[src/pkg/timer16_params.svh]
// Offsets, field positions, reset values and timing counts of the timer.
// Assumes inclusion by bare name from the package and the bench.
`ifndef TIMER16_PARAMS_SVH
`define TIMER16_PARAMS_SVH

// ----------------------------------------
// Register indices (byte address = 4 * index)
// ----------------------------------------
`define IDX_TIMER_CONFIG 6'h05
`define IDX_INT_STATUS 6'h07
`define IDX_COUNT_LOW 6'h0B
`define IDX_COUNT_HIGH 6'h0C

// ----------------------------------------
// Control field positions
// ----------------------------------------
`define BIT_EXT_IRQ_EDGE 7
`define BIT_CLK_EDGE 6
`define BIT_CLK_SOURCE 5
`define PRESCALE_MSB 4
`define PRESCALE_LSB 1
`define CONFIG_WR_MASK 8'hFE

// ----------------------------------------
// Status field positions
// ----------------------------------------
`define BIT_OVF_IRQ_EN 0
`define BIT_OVF_FLAG 4
`define BIT_EXT_CLK_FLAG 5
`define BIT_EXT_IRQ_FLAG 6

// ----------------------------------------
// Reset values and timing
// ----------------------------------------
`define CONFIG_RESET 8'h00
`define STATUS_RESET 8'h00
`define COUNT_BYTE_RESET 8'h00
`define PRESCALE_RESET 8'h00
`define CLK_PERIOD_NS 40
`define TOSC_PER_TCY 4
`define EXT_DELAY_MIN_TOSC 3
`define EXT_DELAY_MAX_TOSC 7

`endif

[src/pkg/timer16_pkg.sv]
// Types shared by the timer and its bus slave.
// Assumes the params header sits beside it on the include path.
package timer16_pkg;
  `include "timer16_params.svh"

  typedef logic [31:0] apb_word_t;
  typedef logic [7:0] apb_addr_t;

  typedef enum logic {
    SRC_EXT = 1'b0,
    SRC_INT = 1'b1
  } clk_src_t;
endpackage
[src/hw/ext_edge_sync.sv]
// Pin synchroniser with a selectable edge detector.
// Assumes an asynchronous pin and the single system clock.
module ext_edge_sync (
  input wire logic clk, // System clock
  input wire logic resetn, // Async reset, active low
  input wire logic pin, // Raw pin level
  input wire logic rise_sel, // 1 rising, 0 falling
  output logic edge_pulse // One-cycle edge event
);
  logic meta_r;
  logic sync_r;
  logic last_r;
  wire rise_w = sync_r & ~last_r;
  wire fall_w = ~sync_r & last_r;

  // Only sync_r reads meta_r
  always_ff @(posedge clk or negedge resetn) begin
    if (!resetn) begin
      meta_r <= 1'b0;
      sync_r <= 1'b0;
      last_r <= 1'b0;
    end else begin
      meta_r <= pin;
      sync_r <= meta_r;
      last_r <= sync_r;
    end
  end

  assign edge_pulse = rise_sel ? rise_w : fall_w;
endmodule

[src/hw/prescaled_overflow_timer16.sv]
// 16-bit overflow timer with 8-bit prescaler and APB register slave.
// Assumes CLK is the oscillator phase clock; four phases form one
// instruction cycle. Pins are asynchronous and synchronised here.

module prescaled_overflow_timer16 (
  input wire logic CLK, // Phase clock
  input wire logic RESETN, // Async reset, active low
  input wire logic PSEL, // APB select
  input wire logic PENABLE, // APB access phase
  input wire logic PWRITE, // APB write
  input wire timer16_pkg::apb_addr_t PADDR, // APB byte address
  input wire timer16_pkg::apb_word_t PWDATA, // APB write data
  output timer16_pkg::apb_word_t PRDATA, // APB read data
  output logic PREADY, // APB ready
  output logic PSLVERR, // APB error on unmapped address
  input wire logic EXT_CLOCK_PIN, // External count clock
  input wire logic EXT_IRQ_PIN, // External interrupt pin
  input wire logic IRQ_VECTOR_ACK, // Core vectors to timer service
  output logic OVF_IRQ, // Overflow interrupt request
  output logic EXT_IRQ_EVENT // Selected interrupt pin edge
);
  import timer16_pkg::*;

  // ----------------------------------------
  // Registers
  // ----------------------------------------
  logic [7:0] config_r;
  logic [7:0] status_r;
  logic [7:0] lo_r;
  logic [7:0] hi_r;
  logic [7:0] ps_r;
  logic [1:0] phase_r;
  logic pend_r;
  logic inhib_lo_r;
  logic inhib_hi_r;
  logic [7:0] lo_nxt;
  logic [7:0] hi_nxt;

  // ----------------------------------------
  // APB decode
  // ----------------------------------------
  wire [5:0] idx_w = PADDR[7:2];
  wire aligned_w = (PADDR[1:0] == 2'h0);
  wire sel_cfg_w = aligned_w && (idx_w == `IDX_TIMER_CONFIG);
  wire sel_sts_w = aligned_w && (idx_w == `IDX_INT_STATUS);
  wire sel_lo_w = aligned_w && (idx_w == `IDX_COUNT_LOW);
  wire sel_hi_w = aligned_w && (idx_w == `IDX_COUNT_HIGH);
  wire mapped_w = sel_cfg_w | sel_sts_w | sel_lo_w | sel_hi_w;
  wire access_w = PSEL && PENABLE;
  wire wr_w = access_w && PWRITE;
  wire wr_cfg_w = wr_w && sel_cfg_w;
  wire wr_sts_w = wr_w && sel_sts_w;
  wire wr_lo_w = wr_w && sel_lo_w;
  wire wr_hi_w = wr_w && sel_hi_w;
  wire [7:0] wdata_w = PWDATA[7:0];

  // Zero-wait slave; unmapped or misaligned access reports an error
  assign PREADY = 1'b1;
  assign PSLVERR = access_w && !mapped_w;
  wire [7:0] rd_byte_w = sel_cfg_w ? config_r :
                         sel_sts_w ? status_r :
                         sel_lo_w ? lo_r :
                         sel_hi_w ? hi_r : 8'h00;
  assign PRDATA = {24'h000000, rd_byte_w};

  // ----------------------------------------
  // Control fields
  // ----------------------------------------
  wire clk_src_w = config_r[`BIT_CLK_SOURCE];
  wire clk_edge_sel = config_r[`BIT_CLK_EDGE];
  wire ext_irq_edge_sel = config_r[`BIT_EXT_IRQ_EDGE];
  wire [3:0] prescale_code = config_r[`PRESCALE_MSB:`PRESCALE_LSB];
  wire overflow_irq_en = status_r[`BIT_OVF_IRQ_EN];
  wire overflow_flag = status_r[`BIT_OVF_FLAG];
  wire ext_clk_edge_flag = status_r[`BIT_EXT_CLK_FLAG];
  wire ext_irq_flag = status_r[`BIT_EXT_IRQ_FLAG];

  // ----------------------------------------
  // Pin synchronisers
  // ----------------------------------------
  logic ext_clk_evt;
  ext_edge_sync u_clk_sync (
    .clk(CLK),
    .resetn(RESETN),
    .pin(EXT_CLOCK_PIN),
    .rise_sel(clk_edge_sel),
    .edge_pulse(ext_clk_evt)
  );

  ext_edge_sync u_irq_sync (
    .clk(CLK),
    .resetn(RESETN),
    .pin(EXT_IRQ_PIN),
    .rise_sel(ext_irq_edge_sel),
    .edge_pulse(EXT_IRQ_EVENT)
  );

  // ----------------------------------------
  // Phase divider and prescaler
  // ----------------------------------------
  wire cyc_en_w = (phase_r == 2'h3);
  // Two sample points per instruction cycle
  wire sample_en_w = phase_r[0];
  wire ext_mode_w = (clk_src_t'(clk_src_w) == SRC_EXT);
  wire src_evt_w = ext_mode_w ? ext_clk_evt : cyc_en_w;
  wire [7:0] ps_mask_w = prescale_code[3] ? 8'hFF : ~(8'hFF << prescale_code[2:0]);
  wire ps_done_w = src_evt_w && ((ps_r & ps_mask_w) == ps_mask_w);
  wire cnt_wr_w = wr_lo_w | wr_hi_w;

  // Pin passes the two-flop synchroniser before the prescaler, so pin
  // edges must stay slower than CLK/4 even with a prescale in use.
  wire tick_w = ext_mode_w ? (sample_en_w && pend_r) : ps_done_w;

  always_ff @(posedge CLK or negedge RESETN) begin
    if (!RESETN) begin
      phase_r <= 2'h0;
      ps_r <= `PRESCALE_RESET;
      pend_r <= 1'b0;
    end else begin
      phase_r <= phase_r + 2'h1;
      ps_r <= cnt_wr_w ? `PRESCALE_RESET : (src_evt_w ? ps_r + 8'h01 : ps_r);
      pend_r <= ext_mode_w && !cnt_wr_w && (ps_done_w || (pend_r && !sample_en_w));
    end
  end

  // ----------------------------------------
  // Counter bytes
  // ----------------------------------------
  wire inc_lo_w = tick_w && !wr_lo_w && !inhib_lo_r;
  wire carry_w = inc_lo_w && (lo_r == 8'hFF);
  wire inc_hi_w = carry_w && !wr_hi_w && !inhib_hi_r;
  wire wrap_w = inc_hi_w && (hi_r == 8'hFF);

  always_comb begin
    lo_nxt = lo_r;
    hi_nxt = hi_r;
    if (wr_lo_w) begin
      lo_nxt = wdata_w;
    end else if (inc_lo_w) begin
      lo_nxt = lo_r + 8'h01;
    end
    if (wr_hi_w) begin
      hi_nxt = wdata_w;
    end else if (inc_hi_w) begin
      hi_nxt = hi_r + 8'h01;
    end
  end

  always_ff @(posedge CLK or negedge RESETN) begin
    if (!RESETN) begin
      lo_r <= `COUNT_BYTE_RESET;
      hi_r <= `COUNT_BYTE_RESET;
      inhib_lo_r <= 1'b0;
      inhib_hi_r <= 1'b0;
    end else begin
      lo_r <= lo_nxt;
      hi_r <= hi_nxt;
      inhib_lo_r <= wr_lo_w;
      inhib_hi_r <= wr_hi_w;
    end
  end

  // ----------------------------------------
  // Config and status
  // ----------------------------------------
  // Flags: hardware set wins over a write-one clear or vector clear
  wire ovf_set_w = wrap_w;
  wire ovf_clr_w = IRQ_VECTOR_ACK || (wr_sts_w && wdata_w[`BIT_OVF_FLAG]);
  wire eck_set_w = ext_mode_w && ext_clk_evt;
  wire eck_clr_w = wr_sts_w && wdata_w[`BIT_EXT_CLK_FLAG];
  wire eir_clr_w = wr_sts_w && wdata_w[`BIT_EXT_IRQ_FLAG];
  wire en_nxt_w = wr_sts_w ? wdata_w[`BIT_OVF_IRQ_EN] : overflow_irq_en;

  always_ff @(posedge CLK or negedge RESETN) begin
    if (!RESETN) begin
      config_r <= `CONFIG_RESET;
      status_r <= `STATUS_RESET;
    end else begin
      if (wr_cfg_w) begin
        config_r <= wdata_w & `CONFIG_WR_MASK;
      end
      status_r <= {1'b0,
                   EXT_IRQ_EVENT | (ext_irq_flag & ~eir_clr_w),
                   eck_set_w | (ext_clk_edge_flag & ~eck_clr_w),
                   ovf_set_w | (overflow_flag & ~ovf_clr_w),
                   3'h0, en_nxt_w};
    end
  end

  assign OVF_IRQ = overflow_flag && overflow_irq_en;

  // ----------------------------------------
  // Checks
  // ----------------------------------------
  wire [15:0] count_w = {hi_r, lo_r};

  wrap_zero_a: assert property (
    @(posedge CLK) disable iff (!RESETN)
    wrap_w && !cnt_wr_w |=> count_w == 16'h0000)
    else $error("count did not wrap to zero");

  ovf_flag_set_a: assert property (
    @(posedge CLK) disable iff (!RESETN)
    $past(count_w) == 16'hFFFF && count_w == 16'h0000 && !$past(cnt_wr_w)
      |-> overflow_flag)
    else $error("wrap did not set overflow flag");

  irq_mask_a: assert property (
    @(posedge CLK) disable iff (!RESETN)
    ovf_set_w |=> overflow_flag && (OVF_IRQ == overflow_irq_en))
    else $error("overflow request not gated by enable");

  vector_clear_a: assert property (
    @(posedge CLK) disable iff (!RESETN)
    IRQ_VECTOR_ACK && !wrap_w |=> !overflow_flag && !OVF_IRQ)
    else $error("vector acknowledge left flag set");

  internal_rate_a: assert property (
    @(posedge CLK) disable iff (!RESETN)
    !ext_mode_w && tick_w |-> cyc_en_w ##1 !tick_w [*3])
    else $error("internal tick off instruction cycle");

  ext_flag_set_a: assert property (
    @(posedge CLK) disable iff (!RESETN)
    ext_mode_w && ext_clk_evt |=> ext_clk_edge_flag)
    else $error("pin edge did not set flag");

  // A pending tick waits for the next odd phase: one or two cycles
  ext_latency_a: assert property (
    @(posedge CLK) disable iff (!RESETN)
    ext_mode_w && ext_clk_evt && prescale_code == 4'h0 && !cnt_wr_w
      ##1 (ext_mode_w && !cnt_wr_w) [*2] |-> tick_w || $past(tick_w))
    else $error("pin edge not counted in time");

  ext_tick_sampled_a: assert property (
    @(posedge CLK) disable iff (!RESETN)
    ext_mode_w && tick_w |-> sample_en_w && $past(ps_done_w || pend_r))
    else $error("pin tick off sample point");

  prescale_clear_a: assert property (
    @(posedge CLK) disable iff (!RESETN)
    cnt_wr_w |=> ps_r == 8'h00)
    else $error("count write left prescaler");

  div_256_a: assert property (
    @(posedge CLK) disable iff (!RESETN)
    !ext_mode_w && tick_w && prescale_code[3] |-> ps_r == 8'hFF)
    else $error("top prescale code not dividing by 256");

  low_inhibit_a: assert property (
    @(posedge CLK) disable iff (!RESETN)
    wr_lo_w ##1 !wr_lo_w |-> lo_r == $past(wdata_w) ##1 lo_r == $past(lo_r))
    else $error("low byte advanced after write");

  high_inhibit_a: assert property (
    @(posedge CLK) disable iff (!RESETN)
    wr_hi_w ##1 !wr_hi_w |-> hi_r == $past(wdata_w) ##1 hi_r == $past(hi_r))
    else $error("high byte advanced after write");

  high_carry_a: assert property (
    @(posedge CLK) disable iff (!RESETN)
    carry_w && !wr_hi_w && !inhib_hi_r |=> hi_r == $past(hi_r) + 8'h01)
    else $error("high byte missed carry");

  cfg_bit0_a: assert property (
    @(posedge CLK) disable iff (!RESETN)
    access_w && !PWRITE && sel_cfg_w |-> PRDATA[0] == 1'b0)
    else $error("config bit zero not zero");

  ext_irq_flag_a: assert property (
    @(posedge CLK) disable iff (!RESETN)
    EXT_IRQ_EVENT |=> ext_irq_flag)
    else $error("pin interrupt edge left flag clear");

  cover_wrap_c: cover property (@(posedge CLK) disable iff (!RESETN) wrap_w);
  cover_ext_tick_c: cover property (
    @(posedge CLK) disable iff (!RESETN) ext_mode_w && tick_w);
  cover_pair_wr_c: cover property (
    @(posedge CLK) disable iff (!RESETN) wr_lo_w ##1 wr_hi_w);
  cover_ack_c: cover property (
    @(posedge CLK) disable iff (!RESETN) OVF_IRQ ##1 IRQ_VECTOR_ACK);
  cover_div256_c: cover property (
    @(posedge CLK) disable iff (!RESETN) prescale_code[3] && tick_w);
endmodule

[config.mk]
export PLATFORM = sky130hd
export DESIGN_NAME = prescaled_overflow_timer16
export DESIGN_NICKNAME = d
export VERILOG_FILES = /design/src/pkg/timer16_pkg.sv /design/src/hw/ext_edge_sync.sv /design/src/hw/prescaled_overflow_timer16.sv
export VERILOG_INCLUDE_DIRS = /design/src /design/src/pkg
export SDC_FILE = /design/constraint.sdc
export NUM_CORES = 1
export LEC_CHECK = 0
export ABC_AREA = 1
export BUFFER_PORTS_ARGS = -buffer_cell sky130_fd_sc_hd__buf_2
export CAP_MARGIN = 20
export CORE_MARGIN = 10
export CORE_UTILIZATION = 48
export CTS_CLUSTER_DIAMETER = 150
export DETAILED_ROUTE_END_ITERATION = 8
export GPL_ROUTABILITY_DRIVEN = 0
export PLACE_DENSITY = 0.87
export SYNTH_ARGS = -nofsm -noshare
export SYNTH_HDL_FRONTEND = slang
export SYNTH_SLANG_ARGS = --single-unit
[constraint.sdc]
create_clock -name CLK -period 1.49 [get_ports CLK]
set_input_delay 0.298 -clock CLK [delete_from_list [all_inputs] [get_ports CLK]]
set_output_delay 0.298 -clock CLK [all_outputs]
set_load 0.03 [all_outputs]
After elaboration in Yosys (flattened, before gate mapping) --
Cells that the tools add are included.
Operators by class: mux-type cells 15, reductions and logical operators 40, shift operators 1, bitwise operators 24, add/sub/neg operators 4, equality and inequality tests 8
Operators by type and width (number):
- $mux W8 | 11
- $logic_and A1 B1 Y1 | 27
- $add A8 B1 Y8 const B | 3
- $eq A8 B8 Y1 const B | 2
- $eq A6 B3 Y1 const B | 2
- $eq A6 B4 Y1 const B | 2
- $and A8 B8 Y8 | 1
- $eq A8 B8 Y1 | 1
- $not A1 Y1 | 8
- $not A8 Y8 | 1
- $shl A8 B3 Y8 const A | 1
- $and A1 B1 Y1 | 7
- $logic_not A1 Y1 | 7
- $or A1 B1 Y1 | 7
- $reduce_bool A2 Y1 | 3
- $mux W1 | 4
- $add A2 B1 Y2 const B | 1
- $eq A2 B2 Y1 const B | 1
- $logic_not A2 Y1 | 1
- $logic_or A1 B1 Y1 | 2
Word-level totals: register bits after elaboration 46, input port bits 48, output and inout port bits 36

Depth between registers and ports, before layout --
Gate-level depths: netlist (run 1).
depth in word-level cells 14, depth in mapped cells 13, mapped depth without buffers 12

Cells and area by module --
A second synthesis (run 1) with hierarchy kept.
Unflattened totals: cells, all modules 404, area total of the unflattened synthesis 2986.6 um2
By module, submodules not included:
- prescaled_overflow_timer16 | cells each 386, instances 1, sequential area each 1001.0 um2, area each 2786.4 um2
- ext_edge_sync | cells each 9, instances 2, sequential area each 75.1 um2, area each 100.1 um2

Least setup slack after synthesis (run 1) --
No wires, ideal clock.
kind input to output, start point input port PADDR[4], end point output port PRDATA[5], buffers on the path 0, arrival time 1.739 ns, stages on the path 6, slack -0.547 ns, path through inv_1 > nand2_1 > nor3_4 > inv_1 > o211a_1 > o21ai_0
Between the ends: word-level cells in the longest chain between the ends 6, elaborated cells between the ends (all ways) 12, those cells by class 4 x eq/ne; 4 x mux; 4 x reduce/logical
Ends and longest elaborated chain:
- from (decl) | line prescaled_overflow_timer16.sv:11 | input wire timer16_pkg::apb_addr_t PADDR,
- $eq A6 B4 Y1 (no line)
- $logic_and A1 B1 Y1 | line prescaled_overflow_timer16.sv:47 | wire sel_hi_w = aligned_w && (idx_w == `IDX_COUNT_HIGH);
- $mux W8 | line prescaled_overflow_timer16.sv:63 | sel_hi_w ? hi_r : 8'h00;
- $mux W8 | line prescaled_overflow_timer16.sv:62 | sel_lo_w ? lo_r :
- $mux W8 | line prescaled_overflow_timer16.sv:61 | sel_sts_w ? status_r :
- $mux W8 (*) | line prescaled_overflow_timer16.sv:60 | wire [7:0] rd_byte_w = sel_cfg_w ? config_r :
- to (decl) | line prescaled_overflow_timer16.sv:13 | output timer16_pkg::apb_word_t PRDATA,
Every way passes the cells marked *; elsewhere a longest branch is shown, timed or not.

Final worst setup path (run 1) --
start point register config_r[3], end point register hi_r[7]
Between the ends: word-level cells in the longest chain between the ends 13
Ends and longest elaborated chain:
- from (decl) | line prescaled_overflow_timer16.sv:27 | logic [7:0] config_r;
- from (signal assigned) | line prescaled_overflow_timer16.sv:176 | config_r <= `CONFIG_RESET;
- from (signal assigned) | line prescaled_overflow_timer16.sv:180 | config_r <= wdata_w & `CONFIG_WR_MASK;
- $shl A8 B3 Y8 (*) | line prescaled_overflow_timer16.sv:106 | wire [7:0] ps_mask_w = prescale_code[3] ? 8'hFF : ~(8'hFF << prescale_code[2:0]);
- $not A8 Y8 (*) | line prescaled_overflow_timer16.sv:106
- $mux W8 (*) | line prescaled_overflow_timer16.sv:106
- $and A8 B8 Y8 | line prescaled_overflow_timer16.sv:107 | wire ps_done_w = src_evt_w && ((ps_r & ps_mask_w) == ps_mask_w);
- $eq A8 B8 Y1 (*) | line prescaled_overflow_timer16.sv:107
- $logic_and A1 B1 Y1 (*) | line prescaled_overflow_timer16.sv:107
- $mux W1 (*) | line prescaled_overflow_timer16.sv:112 | wire tick_w = ext_mode_w ? (sample_en_w && pend_r) : ps_done_w;
- $logic_and A1 B1 Y1 (*) (2 in series) | line prescaled_overflow_timer16.sv:129 | wire inc_lo_w = tick_w && !wr_lo_w && !inhib_lo_r;
- $logic_and A1 B1 Y1 (*) | line prescaled_overflow_timer16.sv:130 | wire carry_w = inc_lo_w && (lo_r == 8'hFF);
- $logic_and A1 B1 Y1 (*) (2 in series) | line prescaled_overflow_timer16.sv:131 | wire inc_hi_w = carry_w && !wr_hi_w && !inhib_hi_r;
- $reduce_bool A2 Y1 (no line) (*)
- to (signal assigned) | line prescaled_overflow_timer16.sv:152 | hi_r <= `COUNT_BYTE_RESET;
- to (signal assigned) | line prescaled_overflow_timer16.sv:157 | hi_r <= hi_nxt;
- to (decl) | line prescaled_overflow_timer16.sv:30 | logic [7:0] hi_r;
Marked as above. A chain may end at the register's enable or synchronous reset.

==> qor_table.md, run 1 <==
| Item | This run | Unit |
| --- | --- | --- |
| YS warnings | 0 | - |
| Cell area after technology mapping | 3040 | µm² |
| Sinks on the clock net | 46 | - |
| Area growth from synthesis to layout | 45.9 | % |
| Clk pwr share | 0.237 | - |
| Minimum clock period | 1.89 | ns |
| Final Hold Fails | 0 | - |
| Starting utilization of the core area | 0.504 | - |
| Sequential cell area fraction in the yosys report | 0.379 | - |
| Static leakage power | 2.19 | nW |
| Net Switching | 0.00142 | W |
| VDD IR max | 0.809 | mV |
| # Max-Cap Violations | 0 | - |
| Residual antenna-violating net count after detailed routing | 0 | - |
| Clk_skew | 0.00938 | ns |
| Cell chain of the critical path | nor2_4 > nand2_1 > nand2_1 > nand2_2 > nor2_2 > nand3_2 > nand2_4 > nand3_4 > nand2_8 > nand2_2 > nand2_2 | - |
| Share of cells above drive strength 1 | 0.438 | - |
| Floorplan die width | 99.5 | µm |
| Result of the run | complete, but fails checks | - |
| Global-route wire length before repair | 17000 | µm |
| Cell type contributing the most total cell area after synthesis | sky130_fd_sc_hd__dfrtp_1 | - |
| Cell-internal power | 0.00219 | W |
| Data arrival time of the critical path | 2.16 | ns |
| Total via count in the routed design | 3617 | - |
| Count of endpoints failing setup in the final report | 30 | - |
| Proportion of register bits with asynchronous set or reset after synthesis | 1.00 | - |
| Setup crit end kind | flop | - |
| Number of synthesized register bits | 46 | - |
| Maximum number of pins on one net before global-route repair | 23 | - |
| Half-perimeter wire length after detailed placement | 6540 | µm |
| CTS tree | yes | - |
| Max Clock Freq | 528 | MHz |
| Most used cells in the layout excluding fill and tap cells | 61 x sky130_fd_sc_hd__nand2_1, 59 x sky130_fd_sc_hd__buf_4, 44 x sky130_fd_sc_hd__inv_1 | - |
| Kind of start point of the critical path | flop | - |
| Max-slew violation count | 0 | - |
| Via count of the first global-routing pass | 3448 | - |
| Min setup slack post-route | -0.405 | ns |
| Comb pwr share | 0.335 | - |
| Setup Total Neg Slack | -9.07 | ns |
| Area used by multi-input combinational logic | 1950 | µm² |
| Overall overflow remaining after global route | 0 | - |
| Maximum buffer depth of the clock tree | 2 | - |
| Total Routed Length | 12400 | µm |
| Antenna diodes | 0 | - |
| Average instance area after synthesis | 7.55 | µm² |
| Initial antenna violation count | 0 | - |
| Number of buffers inserted by port buffering | 34 | - |
| Clock latency on the worst-skew pair | 0.32 | ns |
| Site row count | 28 | - |
| Area of the placeable core | 6030 | µm² |
| Hold slack final | 0.0745 | ns |
| Register area | 1160 | µm² |
| Post-synth EDFFs | 0 | - |
| Via-per-instance ratio | 6.17 | - |
| Clk slew on worst S/H paths | 0.10 | ns |
| Period utilization | 1.27 | - |
| Crit path required time | 1.75 | ns |
| Commonest non-fill, non-tap cell in the layout | sky130_fd_sc_hd__nand2_1 | - |
| Filler cell count in the final layout | 374 | - |
| Worst path bufs/invs | 0 | - |
| Number of detailed-routing iterations run before antenna repair | 6 | - |
| Primary flip-flop cell chosen by synthesis mapping | sky130_fd_sc_hd__dfrtp_1 | - |
| Number of library cell types mapped by synthesis | 37 | - |
| IO Pins | 84 | - |
| Number of nets in the finished design | 562 | - |
| 1st-iter DRT viols | 593 | - |
| Setup repair after global routing missed its margin | yes | - |
| Master cell of the clock root buffer | sky130_fd_sc_hd__clkbuf_8 | - |
| Depth of the CTS H-tree | 2 | - |
| Chip height | 99.5 | µm |
| Worst min path class | in2reg | - |
| Routed wirelength normalized by instance count | 21.2 | µm |
| Maximum net fanout on the critical path | 8 | - |
| Sw Share | 0.394 | - |
| Max stage delay cell, worst path | sky130_fd_sc_hd__dfrtp_2 | - |
| Global router's overall resource usage | 0.209 | - |
| Leading post-synthesis cells by cell area | sky130_fd_sc_hd__dfrtp_1 38%, sky130_fd_sc_hd__nand2_1 11%, sky130_fd_sc_hd__o21ai_0 6.8% | - |
| Category of cells accounting for the largest share of critical-path delay | simple AND/OR/NAND/NOR gates | - |
| Floorplan die area | 9900 | µm² |
| Maximum single-stage delay on the critical path | 0.46 | ns |
| Crit-path most repeated cell | sky130_fd_sc_hd__nand2_2 | - |
| Number of instances in the synthesized netlist | 402 | - |
| Yosys top cell area share | 0.379 | - |
| Fraction of power consumed by sequential logic | 0.428 | - |
| Cts bufs inserted | 5 | - |
| DRC violations left | 0 | - |
| Worst setup path category | reg2reg | - |
| Power density over cell area | 816 | nW/µm² |
| Violated checks | negative setup slack | - |
==> through the flow <==
| stage | cells | utilization | total power, W | instance area (µm²) | setup slack (ns) |
|---|---|---|---|---|---|
| 3_3_place_gp | 549 | 0.590 | 0.00235 | 3560 | -0.284 |
| 4_1_cts | 581 | 0.693 | 0.00338 | 4180 | -0.246 |
| 2_1_floorplan | 425 | - | 0.00215 | 3150 | -0.201 |
| 6_report | 586 | 0.735 | 0.00361 | 4430 | -0.405 |
| 5_1_grt | 586 | 0.735 | 0.00373 | 4430 | -0.476 |
| 3_5_place_dp | 549 | 0.590 | 0.00241 | 3560 | -0.336 |
==> state kept, by name, summed over array words and instances, names as in the netlist <==
register / count
config_r: 7
hi_r: 8
inhib_hi_r: 1
inhib_lo_r: 1
lo_r: 8
pend_r: 1
phase_r: 2
ps_r: 8
status_r: 4
u_clk_sync.last_r: 1
u_clk_sync.meta_r: 1
u_clk_sync.sync_r: 1
u_irq_sync.last_r: 1
u_irq_sync.meta_r: 1
u_irq_sync.sync_r: 1
==> path summary, 6_finish.rpt <==
check	from	cells past startpoint	slack, ns	endpoint
max in group asynchronous	RESETN	3	0.54	config_r[2]
hold reg to reg	u_clk_sync.meta_r	0	0.36	u_clk_sync.sync_r
min in group asynchronous	RESETN	2	0.41	ps_r[3]
setup / recovery	config_r[3]	11	-0.40	hi_r[7]
setup reg to reg	config_r[3]	11	-0.40	hi_r[7]
hold / removal	EXT_CLOCK_PIN	1	0.07	u_clk_sync.meta_r
==> logic make-up (layout without fill, tap and decap cells) <==
family / count (synthesis) / after routing / share of synthesized area
compound gates: 69 / 69 / 0.136
xor+xnor: 9 / 9 / 0.0260
fa+ha+maj: 4 / 4 / 0.0165
buf+inv: 88 / 172 / 0.146
flops: 46 / 46 / 0.379
other cells: 2 / 25 / 0.00247
simple gates: 184 / 186 / 0.293
==> timing repair <==
action | in CTS | in global routing
gates resized for setup | 94 | 57
cloned | 3 | 0
endpoints found under the setup margin | 33 | 38
endpoints found under the hold margin | 11 | 0
setup buffers | 20 | 9
hold buffers | 1 | 0
pin swaps | 19 | 29
==> metal layers <==
metal | wire [µm] | up-vias | global-route usage
met5 | 0 | - | 0
met4 | 807 | 0 | 0.109
met3 | 1710 | 94 | 0.0692
met2 | 5520 | 361 | 0.332
met1 | 4410 | 1689 | 0.244
li1 | - | 1473 | -
==> cells in the mapped netlist (4+ instances only) <==
cell                        n
sky130_fd_sc_hd__nand2_1   91
sky130_fd_sc_hd__dfrtp_1   46
sky130_fd_sc_hd__nand2_2    6
sky130_fd_sc_hd__buf_4     25
sky130_fd_sc_hd__o21ai_2    8
sky130_fd_sc_hd__o21ai_0   41
sky130_fd_sc_hd__xor2_1     9
sky130_fd_sc_hd__inv_1     54
sky130_fd_sc_hd__nand3_1   33
sky130_fd_sc_hd__nand2_4    6
sky130_fd_sc_hd__nor2_4     4
sky130_fd_sc_hd__nand4_1    4
sky130_fd_sc_hd__nor3_1     7
sky130_fd_sc_hd__a21oi_1    6
sky130_fd_sc_hd__ha_1       4
sky130_fd_sc_hd__nor2_1    24
sky130_fd_sc_hd__o221ai_1   5
==> cell type report <==
cell class	count	share of cell area
clock buffers	5	0.0155
repair buffers	107	0.205
clock inverters	3	0.00593
multi-input cells	293	0.441
flip-flops and latches	46	0.261
well taps	75	0.0212
inverters	57	0.0511
==> power groups by stage <==
stage	Clock (W)	Sequential, W	Combinational, W
floorplan	0	0.00150	0.000649
global placement	0	0.00152	0.000836
detailed placement	0	0.00153	0.000879
CTS	0.000841	0.00151	0.00103
global route	0.000890	0.00155	0.00129
finish	0.000858	0.00155	0.00121
No activity file was read; power rests on OpenSTA's default activity.
==> run 2: changes to the inputs <==
Settings changed: CELL_PAD_IN_SITES_DETAIL_PLACEMENT from default to 0, CELL_PAD_IN_SITES_GLOBAL_PLACEMENT from default to 2, CORE_UTILIZATION 48 to 26, PLACE_DENSITY 0.87 to 0.86.
==> run 2 against run 1 <==
The run ends with negative hold slack, negative setup slack left. Sequential share of layout area increased by 0.13 points. Count of clock-buffer cells in the layout unchanged. Sequential power decreased by 3%. Core utilization decreased by 35 points. Die area increased by 66%.
==> qor_table.md, run 2 (synthesis results as in run 1) <==
| Item | This run | Unit |
| --- | --- | --- |
| Final Hold Fails | 40 | - |
| Biggest registers after layout | hi_r x8, lo_r x8, ps_r x8 | - |
| Max stage delay cell, worst path | sky130_fd_sc_hd__o211a_1 | - |
| Floorplan die area | 16400 | µm² |
| Worst setup path category | in2out | - |
| Comb pwr share | 0.288 | - |
| Most used cells in the layout excluding fill and tap cells | 72 x sky130_fd_sc_hd__nand2_1, 66 x sky130_fd_sc_hd__buf_4, 46 x sky130_fd_sc_hd__inv_1 | - |
| Number of nets in the finished design | 558 | - |
| Maximum buffer depth of the clock tree | 2 | - |
| Max-slew violation count | 0 | - |
| Power density over cell area | 895 | nW/µm² |
| Half-perimeter wire length after detailed placement | 6800 | µm |
| Total via count in the routed design | 2932 | - |
| Static leakage power | 2.17 | nW |
| Result of the run | complete, but fails checks | - |
| Share of cells above drive strength 1 | 0.394 | - |
| Min setup slack post-route | -0.221 | ns |
| Fraction of power consumed by sequential logic | 0.382 | - |
| Worst min path class | in2async | - |
| Maximum net fanout on the critical path | 8 | - |
| Setup Total Neg Slack | -3.95 | ns |
| Floorplan die width | 128 | µm |
| Routed wirelength normalized by instance count | 14.3 | µm |
| Clk pwr share | 0.330 | - |
| Period utilization | 1.15 | - |
| Clk_skew | 0.00574 | ns |
| Clock latency on the worst-skew pair | 0.29 | ns |
| Data arrival time of the critical path | 1.41 | ns |
| Setup repair after global routing missed its margin | yes | - |
| Sinks on the clock net | 46 | - |
| Worst slack after detailed placement | -0.376 | ns |
| Area of the placeable core | 11400 | µm² |
| VDD IR max | 0.447 | mV |
| Area growth from synthesis to layout | 44.7 | % |
| Master cell of the clock root buffer | sky130_fd_sc_hd__clkbuf_16 | - |
| CTS tree | yes | - |
| Total Routed Length | 9290 | µm |
| Starting utilization of the core area | 0.266 | - |
| Violated checks | negative hold slack, negative setup slack | - |
| Number of buffers added to fix hold violations after cts | 0 | - |
| Antenna diodes | 0 | - |
| Residual antenna-violating net count after detailed routing | 0 | - |
| Cell chain of the critical path | buf_6 > nor2_4 > nand2_4 > nor3_4 > inv_4 > o211a_1 > o21ai_2 > buf_6 | - |
| Depth of the CTS H-tree | 2 | - |
| Number of detailed-routing iterations run before antenna repair | 4 | - |
| Cells after DPL | 627 | - |
| Overall overflow remaining after global route | 0 | - |
| Minimum clock period | 1.71 | ns |
| Count of endpoints failing setup in the final report | 28 | - |
| Cell-internal power | 0.00264 | W |
| Via-per-instance ratio | 4.51 | - |
| Number of buffers inserted by port buffering | 34 | - |
| Maximum single-stage delay on the critical path | 0.23 | ns |
| Clk slew on worst S/H paths | 0.06 | ns |
| IO Pins | 84 | - |
| DRC violations left | 0 | - |
| Max Clock Freq | 585 | MHz |
| Crit-path most repeated cell | sky130_fd_sc_hd__buf_6 | - |
| Setup crit end kind | output port | - |
| Site row count | 39 | - |
| Filler-free cell count of the finished design | 650 | - |
| Chip height | 128 | µm |
| Hold slack final | -0.0200 | ns |
| Final Util | 0.385 | - |
| # Max-Cap Violations | 0 | - |
| Cts bufs inserted | 5 | - |
| Global-route wire length before repair | 15300 | µm |
| Crit path required time | 1.19 | ns |
| Maximum number of pins on one net before global-route repair | 47 | - |
| Commonest non-fill, non-tap cell in the layout | sky130_fd_sc_hd__nand2_1 | - |
| Kind of start point of the critical path | input port | - |
| Via count of the first global-routing pass | 3132 | - |
| Net Switching | 0.00129 | W |
| Sw Share | 0.328 | - |
| Initial antenna violation count | 0 | - |
| 1st-iter DRT viols | 150 | - |
| Global router's overall resource usage | 0.114 | - |
run 2: cell types whose count changed in the layout (fill, tap and decap cells not counted), sizes merged:
| cell | change |
|---|---|
| buf | -3 |
| inv | -2 |
| bufinv | +1 |
| clkinv | +1 |
| dlygate4sd3 | -1 |
run 2: routing by layer:
metal,up-vias,routed length [µm],global-route usage
met5,-,0,0
met4,0,201,0.0417
met3,13,628,0.0244
met2,99,4310,0.183
met1,1356,4150,0.148
li1,1464,-,-
run 2: repair_timing:
action / in CTS / in global routing
resized for setup: 66 / 39
buffers inserted: 9 / 5
setup endpoints to repair: 27 / 36
pin swaps: 21 / 14
gates cloned: 2 / 0
run 2: worst paths after layout:
path                                   start                 to  slack [ns]  cells past startpoint
min reg2reg                u_irq_sync.meta_r  u_irq_sync.sync_r        0.35                      0
max reg2reg                      config_r[4]            lo_r[1]       -0.15                     12
max                                 PADDR[6]          PRDATA[5]       -0.22                      8
min in group CLK                 EXT_IRQ_PIN  u_irq_sync.meta_r        0.11                      1
max in group asynchronous             RESETN            hi_r[0]        1.27                      2
min                                   RESETN            ps_r[3]       -0.02                      2
run 2: area by class of cell:
type | count | area (µm²)
clock buffers | 5 | 125
repair buffers | 103 | 826
clock inverters | 3 | 43.8
flip-flops and latches | 46 | 1150
fillers | 1187 | 7030
well taps | 143 | 179
multi-input cells | 293 | 1850
inverters | 57 | 219
run 2: power groups by stage:
stage | registers [W] | clock network [W] | logic [W]
2_1_floorplan | 0.00150 | 0 | 0.000649
3_3_place_gp | 0.00151 | 0 | 0.000899
3_5_place_dp | 0.00152 | 0 | 0.000929
4_1_cts | 0.00150 | 0.00133 | 0.00106
5_1_grt | 0.00152 | 0.00138 | 0.00126
6_report | 0.00150 | 0.00130 | 0.00113
run 2: worst max-delay path: cells and delay by family:
family,cells,cell delay [ns]
compound gates,2,0.37
buf+inv,3,0.34
simple gates,3,0.40
run 2: per-stage QoR:
step / instance area (µm²) / power (W)
6_report: 4390 / 0.00393
5_1_grt: 4390 / 0.00417
4_1_cts: 4210 / 0.00389
3_5_place_dp: 3720 / 0.00245
3_3_place_gp: 3720 / 0.00241
2_1_floorplan: 3150 / 0.00215
